File: config.mk
export PLATFORM = sky130hd
export DESIGN_NAME = pcgu_top
export DESIGN_NICKNAME = d
export VERILOG_FILES = /design/src/hdl/pcgu_pkg.sv /design/src/hdl/pcgu_chan.sv /design/src/hdl/pcgu_top.sv
export SDC_FILE = /design/constraint.sdc
export NUM_CORES = 1
export LEC_CHECK = 0
export BUFFER_PORTS_ARGS = -buffer_cell sky130_fd_sc_hd__buf_2
export CELL_PAD_IN_SITES_DETAIL_PLACEMENT = 1
export CELL_PAD_IN_SITES_GLOBAL_PLACEMENT = 1
export CORE_MARGIN = 3
export CORE_UTILIZATION = 38
export DETAILED_ROUTE_END_ITERATION = 10
export PLACE_DENSITY = 0.9
export SLEW_MARGIN = 10
export SYNTH_ARGS = -nofsm -noshare
export SYNTH_HDL_FRONTEND = slang
export SYNTH_SLANG_ARGS = --single-unit
File: constraint.sdc
create_clock -name clk_i -period 1.2 [get_ports clk_i]
set_input_delay 0.12 -clock clk_i [delete_from_list [all_inputs] [get_ports clk_i]]
set_output_delay 0.12 -clock clk_i [all_outputs]
set_load 0.005 [all_outputs]
File: src/hdl/pcgu_pkg.sv
// Constants and carrier types of the peripheral clock gate unit.
// Assumes a single system clock and an APB style register port.
package pcgu_pkg;

  // Register map, byte addresses
  localparam logic [31:0] PCGU_ADDR_UNLOCK = 32'h8000_0600;
  localparam logic [31:0] PCGU_ADDR_ENABLE = 32'h8000_0604;
  localparam logic [31:0] PCGU_ADDR_HOLD   = 32'h8000_0608;

  // Register width, channel count and reset values
  localparam int          PCGU_REG_W       = 8;
  localparam int          PCGU_CHAN_N      = 7;
  localparam logic [7:0]  PCGU_UNLOCK_RST  = 8'h00;
  localparam logic [7:0]  PCGU_ENABLE_RST  = 8'h7f;
  localparam logic [7:0]  PCGU_HOLD_RST    = 8'h00;
  localparam logic [31:0] PCGU_RDATA_RST   = 32'h0000_0000;

  // Channel bit positions
  localparam int          PCGU_BIT_CAN     = 4;
  localparam int          PCGU_BIT_MAC     = 5;
  localparam int          PCGU_BIT_PCI     = 6;
  localparam int          PCGU_BIT_SPARE   = 7;

  // Register port request
  typedef struct packed {
    logic        psel;
    logic        penable;
    logic        pwrite;
    logic [31:0] paddr;
    logic [31:0] pwdata;
  } pcgu_apb_req_t;

  // Register port answer
  typedef struct packed {
    logic        pready;
    logic        pslverr;
    logic [31:0] prdata;
  } pcgu_apb_rsp_t;

  // Whole state of the top module
  typedef struct packed {
    logic [1:0]  rst_sync;
    logic [7:0]  unlock;
    logic [7:0]  enable;
    logic [7:0]  hold;
    logic        ready;
    logic        slverr;
    logic [31:0] rdata;
  } pcgu_state_t;

  // Whole state of one channel
  typedef struct packed {
    logic clk_en;
    logic core_rst;
  } pcgu_chan_t;

endpackage

File: src/hdl/pcgu_chan.sv
// One gated peripheral channel: registered clock enable and core reset.
// Assumes enable and hold bits come from registers in the same domain.
`timescale 1ns/100ps
`default_nettype none
module pcgu_chan
  import pcgu_pkg::*;
(
  input  wire logic clk_i,
  input  wire logic rst_b_i,
  input  wire logic enable_i,
  input  wire logic hold_i,
  output var  logic clk_en_o,
  output var  logic core_rst_o
);

  pcgu_chan_t s_q;
  pcgu_chan_t s_d;

  // Lines follow the register bits, no idle guard
  always_comb begin
    s_d          = s_q;
    s_d.clk_en   = enable_i;
    s_d.core_rst = hold_i;
  end

  // Reset leaves clock running and reset released
  always_ff @(posedge clk_i or negedge rst_b_i) begin
    if (!rst_b_i) begin
      s_q <= '{clk_en: PCGU_ENABLE_RST[0], core_rst: PCGU_HOLD_RST[0]};
    end else begin
      s_q <= s_d;
    end
  end

  assign clk_en_o   = s_q.clk_en;
  assign core_rst_o = s_q.core_rst;

endmodule
`default_nettype wire

File: src/hdl/pcgu_top.sv
// Peripheral clock gate unit: unlock, clock enable and core reset hold
// registers on an APB style port, driving per-peripheral clock enables
// and core resets.
// Assumes one system clock; the clock enables feed glitch-free gate
// cells outside this block.
//
// Contract
// - Seven channels, each with its own clock enable and reset.
// - Clock runs while enable bit is one, stops while zero.
// - Core reset asserted while its hold bit is one.
// - Enable and hold bits writable only while matching unlock bit set.
// - Lines follow register bits directly, no peripheral idle check.
// - Bits 0-3 serial links, 4 both CAN, 5 MAC, 6 PCI bridge.
// - Registers at 0x80000600 up; enable resets to 0x7f, others zero.
`timescale 1ns/100ps
`default_nettype none
module pcgu_top
  import pcgu_pkg::*;
#(
  parameter int CHAN_N = PCGU_CHAN_N
)(
  input  wire logic                clk_i,
  input  wire logic                rst_b_i,
  input  wire pcgu_apb_req_t       apb_req_i,
  output var  pcgu_apb_rsp_t       apb_rsp_o,
  output var  logic [CHAN_N-1:0]   clk_en_o,
  output var  logic [CHAN_N-1:0]   core_rst_o
);

  pcgu_state_t s_q;
  pcgu_state_t s_d;
  logic        rst_b;
  logic        setup_ph;
  logic        wr_acc;
  logic        hit_unlock;
  logic        hit_enable;
  logic        hit_hold;
  logic [7:0]  wbyte;

  //////////////////////////////////////////////////////////////////////
  // Reset image of the whole state; the sync pair starts cleared
  localparam pcgu_state_t STATE_RST = '{
    rst_sync: '0,
    unlock:   PCGU_UNLOCK_RST,
    enable:   PCGU_ENABLE_RST,
    hold:     PCGU_HOLD_RST,
    ready:    1'b0,
    slverr:   1'b0,
    rdata:    PCGU_RDATA_RST
  };

  // Released copy of reset is the second sync flop
  assign rst_b = s_q.rst_sync[1];

  //////////////////////////////////////////////////////////////////////
  // Address decode, full 32-bit compare
  assign hit_unlock = (apb_req_i.paddr == PCGU_ADDR_UNLOCK);
  assign hit_enable = (apb_req_i.paddr == PCGU_ADDR_ENABLE);
  assign hit_hold   = (apb_req_i.paddr == PCGU_ADDR_HOLD);
  assign setup_ph   = apb_req_i.psel && !apb_req_i.penable;
  assign wr_acc     = apb_req_i.psel && apb_req_i.penable &&
                      apb_req_i.pwrite && s_q.ready;
  assign wbyte      = apb_req_i.pwdata[PCGU_REG_W-1:0];

  // Register updates and answer for the next access phase
  always_comb begin
    s_d          = s_q;
    s_d.ready    = setup_ph;
    s_d.slverr   = setup_ph && !(hit_unlock || hit_enable || hit_hold);
    s_d.rdata    = PCGU_RDATA_RST;
    // Read data captured in setup, upper bits read as zero
    if (setup_ph && !apb_req_i.pwrite) begin
      if (hit_unlock) begin
        s_d.rdata[PCGU_REG_W-1:0] = s_q.unlock;
      end else if (hit_enable) begin
        s_d.rdata[PCGU_REG_W-1:0] = s_q.enable;
      end else if (hit_hold) begin
        s_d.rdata[PCGU_REG_W-1:0] = s_q.hold;
      end
    end
    // Locked bits keep their value, unlocked ones take the write
    if (wr_acc) begin
      if (hit_unlock) begin
        s_d.unlock = wbyte;
      end else if (hit_enable) begin
        s_d.enable = (s_q.enable & ~s_q.unlock) |
                     (wbyte & s_q.unlock);
      end else if (hit_hold) begin
        s_d.hold = (s_q.hold & ~s_q.unlock) |
                   (wbyte & s_q.unlock);
      end
    end
    // Held at reset values until the released copy rises
    if (!rst_b) begin
      s_d = STATE_RST;
    end
    // Sync pair shifts in ones once the raw reset is gone
    s_d.rst_sync = {s_q.rst_sync[0], 1'b1};
  end

  // Whole state in one flop bank; raw reset loads STATE_RST at once, so
  // one process drives every field
  always_ff @(posedge clk_i or negedge rst_b_i) begin
    if (!rst_b_i) begin
      s_q <= STATE_RST;
    end else begin
      s_q <= s_d;
    end
  end

  // Answer straight from the flops
  assign apb_rsp_o = '{pready:  s_q.ready,
                       pslverr: s_q.slverr,
                       prdata:  s_q.rdata};

  //////////////////////////////////////////////////////////////////////
  // One channel per connected bit; spare bit 7 has no channel
  for (genvar gi = 0; gi < CHAN_N; gi++) begin : g_chan
    pcgu_chan u_chan (
      .clk_i      (clk_i),
      .rst_b_i    (rst_b),
      .enable_i   (s_q.enable[gi]),
      .hold_i     (s_q.hold[gi]),
      .clk_en_o   (clk_en_o[gi]),
      .core_rst_o (core_rst_o[gi])
    );
  end
endmodule
`default_nettype wire

# ---- Yosys cells after proc, flatten, opt, wreduce, memory -nomap -nowiden
# Cells that the tools add are included.
dict set report totals {
  out_inout_bits 48
  word_cells 61
  reg_bits 74
  in_bits 69
}
dict set report op_classes {
  n_bitwise 6
  eq_ne 9
  muxes 11
  reduce_logical 14
}
# cell n
set ops {}
lappend ops {{32-bit equality test (second input constant)} 3}
lappend ops {{8-bit two-way mux} 8}
lappend ops {{58-bit two-way mux} 1}
lappend ops {{8-bit AND} 3}
lappend ops {{24-bit two-way mux} 1}
lappend ops {{16-bit two-way mux} 1}
lappend ops {{8-bit OR} 2}
lappend ops {{2-bit by 1-bit != test with 1-bit output (second input constant)} 4}
lappend ops {{8-bit inverter} 1}
lappend ops {{1-bit logical AND} 6}
lappend ops {{2-bit != test (second input constant)} 2}
lappend ops {{4-bit AND reduction} 1}
lappend ops {{1-bit zero test} 3}
lappend ops {{3-bit AND reduction} 1}
lappend ops {{1-bit logical OR} 2}
lappend ops {{2-bit AND reduction} 1}

# ---- Longest topological paths before layout
dict set report depth {
  ltp_word 8
  ltp_mapped 6
  depth_no_buf 4
}

# ---- By module
# Synthesis repeated with hierarchy kept, for this count alone.
dict set report hier_totals {
  hier_cells 238
  hier_area_um2 2531.2
}
# mod area_each_um2 cells_each instances
set by_module_without_submodules {}
lappend by_module_without_submodules {pcgu_top 2172.1 224 1}
lappend by_module_without_submodules {pcgu_chan 51.3 2 7}

# ---- Worst setup path before layout
# OpenSTA, ideal clock, no wires.
dict set report synth_timing {
  kind {reg2reg}
  startpoint {register s_q (netlist bit rst_b)}
  endpoint {register s_q (netlist bit apb_rsp_o[0])}
  setup_slack_ns -0.671
  arrival_time_ns 1.804
  n_path_buf 1
  path_stages_with_launch 6
  setup_ns 0.067
  synth_period_minus_slack_ns 1.871
  cell_sequence {dfrtp_1 -> clkbuf_1 -> nand2_1 -> or2_2 -> nor4_4 -> o311a_1}
}
# element line
set synth_rtl {}
lappend synth_rtl {{start: declaration} pcgu_top.sv:30} ;# pcgu_state_t s_q;
lappend synth_rtl {{start signal: assignment} pcgu_top.sv:105} ;# s_q <= STATE_RST;
lappend synth_rtl {{start signal: assignment} pcgu_top.sv:107} ;# s_q <= s_d;

# ---- Worst setup path after layout
dict set report layout_timing {
  startpoint {register s_q (netlist bit apb_rsp_o[33])}
  endpoint {register s_q[41] (netlist name)}
}
dict set report layout_via {
  elab_chain_len 3
}
# element line
set layout_rtl {}
lappend layout_rtl {{1-bit logical AND} pcgu_top.sv:62} ;# apb_req_i.pwrite && s_q.ready;
lappend layout_rtl {{2-bit by 1-bit != test with 1-bit output (no line)} n/a}
lappend layout_rtl {{4-bit AND reduction (no line)} n/a}
# Every way passes these cells.
# A chain may end at the register's enable or synchronous reset.

==> results.toml <==
[logic_synthesis]
ys_top_cells_by_count = "49 x buf_4, 36 x dfrtp_1, 26 x nand2_1, 14 x dfstp_2"
avgSynthCellArea_sq_um = 10.43
async_reset_ff_frac = 1.000
synth_edf_count = 0
synth_xor_area_frac = 0
synth_area_leaders = "dfrtp_1 34%, buf_4 14%, dfstp_2 14%"
synth_compound_area_frac = 0.1408
synth_fa_ha_area_frac = 0
ys.flop_type = "dfrtp_1"
synth_top_family_by_area = "buffers and inverters"
netlist_area_sq_um = 2639
synth_cell_type_count = 31
post_synth_inst_count = 253
ys.warnings.count = 0
ys_seq_elements = 50
synth_top_cell_by_area = "dfrtp_1"
yosysTopAreaCellShare = 0.3414
synthMuxAreaShare = 0.03414
synth.yosys.seq_area_share = 0.4808
synth_simple_gate_area_share = 0.1655
yosysMostFrequentCell = "buf_4"

[run_status]
outcome = "complete, but fails checks"
violations = "negative setup slack"

[placed_design]
place.gp.congestion = 0.8049
dpl.hpwl_um = 5523
port_buffers = 68
placed_area_sq_um = 3090

[setup_path]
timing.reg2reg.worst_path_depth = 5
arrival_ns = 1.73
r2r-end = "s_q[41]"
rrSetupSlack_ns = -0.35
cp-start-kind = "register"
crit_path_max_fanout = 3
path_class = "reg2reg"
cp-end-kind = "register"
cp.required_ns = 1.37
r2r_start = "apb_rsp_o[33]"

[sta]
fin_ws_ns = -0.3515
tns_ns = -8.600
max_freq_mhz = 644.5
finalCritPeriodShare = 1.293
whs_ns = 0.07287
clock_skew_ns = 0.008678
period_needed_ns = 1.552
final_max_slew_viol_count = 0
rsz0062_at_grt = "yes"
setup_viol = 32
hold_viol_final = 0

[detailed_routing]
wire_per_inst_um = 20.30
drtPass1Iterations = 4
antenna_left = 0
vias = 2182
first_iter_violations = 108
via_per_inst = 5.401
drc = 0
routed_wl_um = 8201

[grt]
antenna_found_initial = 0
grtUsageTotal = 0.2112
grt_max_degree = 47
grt-ovfl-total = 0
grt_pass1_wl_um = 12570
grt_pass1_vias = 2371

[finish]
fin_nets = 395
syn_to_final_growth_pct = 32.67
fin_area_sq_um = 3501
drive_above_1_share = 0.5229
final_util = 0.5360
antenna_cells = 0

[hold_path]
hp-class = "in2reg"
hold_end = "s_q[47]"
min_path_cells = 3
hp-start = "apb_req_i[5]"

[floorplanning]
core_sq_um = 6531
die_w_um = 89.33
ios = 117
dieHeight_um = 89.33
rows = 29
start_util = 0.4040
die_area_sq_um = 7980

[clocking]
cts_buffer_depth = 2
cts_sinks = 50
cts_tree = "built"
cts_buffers = 5
clkLatencyLatePin_ns = 0.31
clkTransAtPathRegs_ns = 0.10
ctsHtreeMaxLevel = 2
cts_root_buf = "clkbuf_8"

[power]
ir_worst_vdd_v = 0.0004999
power_density_nw_per_um2 = 925.2
p_leak_nw = 1.615

[job]
cap_violations = 0
[final cells by class]
type	count	area [sq um]
clock buffers	6	72.57
multi-input cells	153	1313
inverters	8	30.03
flip-flops and latches	50	1270
clock inverters	2	37.54
fillers	720	3030
repair buffers	108	681.9
well taps	77	96.34
[layer usage]
layer	share of wire	up-vias	global-route usage
li1	-	973	-
met1	0.37	1108	0.2341
met2	0.56	85	0.4005
met3	0.052	16	0.04055
met4	0.021	0	0.06901
met5	0	-	0
[state kept, by name, summed over array words and instances, names as in the netlist]
| name | count |
|---|---|
| s_q | 24 |
| rst_b | 1 |
| g_chan.u_chan.clk_en_o | 7 |
| g_chan.u_chan.core_rst_o | 7 |
| s_d | 1 |
| apb_rsp_o | 10 |
[logic make-up after synthesis]
| logic type | Yosys count |
|---|---|
| and+or+nand+nor | 72 |
| muxes | 9 |
| buffers and inverters | 73 |
| AOI/OAI and AO/OA | 47 |
| DFF | 50 |
| other | 2 |
[worst max-delay path by stage]
| stage | start | slack [ns] | depth (start not counted) | to |
|---|---|---|---|---|
| 6_report | apb_rsp_o[33] | -0.35 | 5 | s_q[41] |
| 3_3_place_gp | apb_req_i[50] | -0.43 | 6 | s_q[42] |
| 4_1_cts | apb_rsp_o[33] | -0.33 | 6 | s_q[57] |
| 5_1_grt | apb_rsp_o[33] | -0.40 | 6 | s_q[57] |
| 2_1_floorplan | rst_b | -0.47 | 5 | apb_rsp_o[0] |
| 3_5_place_dp | apb_req_i[33] | -0.59 | 7 | s_q[57] |
[cell usage in the layout (no fill, tap or decap), types with 5 or more instances in the layout]
| cell type | netlist | final |
|---|---|---|
| conb_1 | 2 | 25 |
| inv_1 | 8 | 8 |
| buf_4 | 49 | 32 |
| buf_2 | 5 | 68 |
| nor4_4 | 2 | 6 |
| nand2_1 | 26 | 26 |
| clkbuf_8 | 0 | 5 |
| nand2b_1 | 9 | 8 |
| buf_6 | 0 | 5 |
| o211ai_1 | 7 | 7 |
| o41ai_2 | 0 | 6 |
| nand3_2 | 0 | 5 |
| o31ai_2 | 0 | 5 |
| dfstp_2 | 14 | 14 |
| nor2b_1 | 9 | 9 |
| o311a_1 | 8 | 7 |
| a21oi_1 | 8 | 8 |
| dfrtp_1 | 36 | 35 |
| mux2i_1 | 9 | 8 |
[critical path: stages, from the launching register on]
cell      delay [ns]
dfrtp_1         0.39
and4_4          0.27
buf_6           0.12
nand3_1         0.14
o311ai_2        0.35
o31ai_2         0.16
[power breakdown]
group / internal, W / leakage [nW] / total, W / switching, W
logic: 0.000130 / 0.920 / 0.000327 / 0.000197
clock network: 0.000623 / 0.0514 / 0.00121 / 0.000592
registers: 0.00169 / 0.644 / 0.00170 / 0.00000396
total: 0.00245 / 1.62 / 0.00324 / 0.000793
[repair_timing]
item,CTS,global route
hold endpoints to repair,28,0
resized for setup,29,12
setup endpoints to repair,32,32
setup buffers,4,3
pin swaps,10,2
hold buffers,1,0
[stage by stage]
stage          cells  total power [W]  worst slack, ns
2_1_floorplan    276         0.001904          -0.4685
3_3_place_gp     389         0.002009          -0.4344
3_5_place_dp     389         0.002025          -0.5863
4_1_cts          402         0.003249          -0.3295
5_1_grt          404         0.003345          -0.3992
6_report         404         0.003239          -0.3515
(Power assumes the default switching activity.)
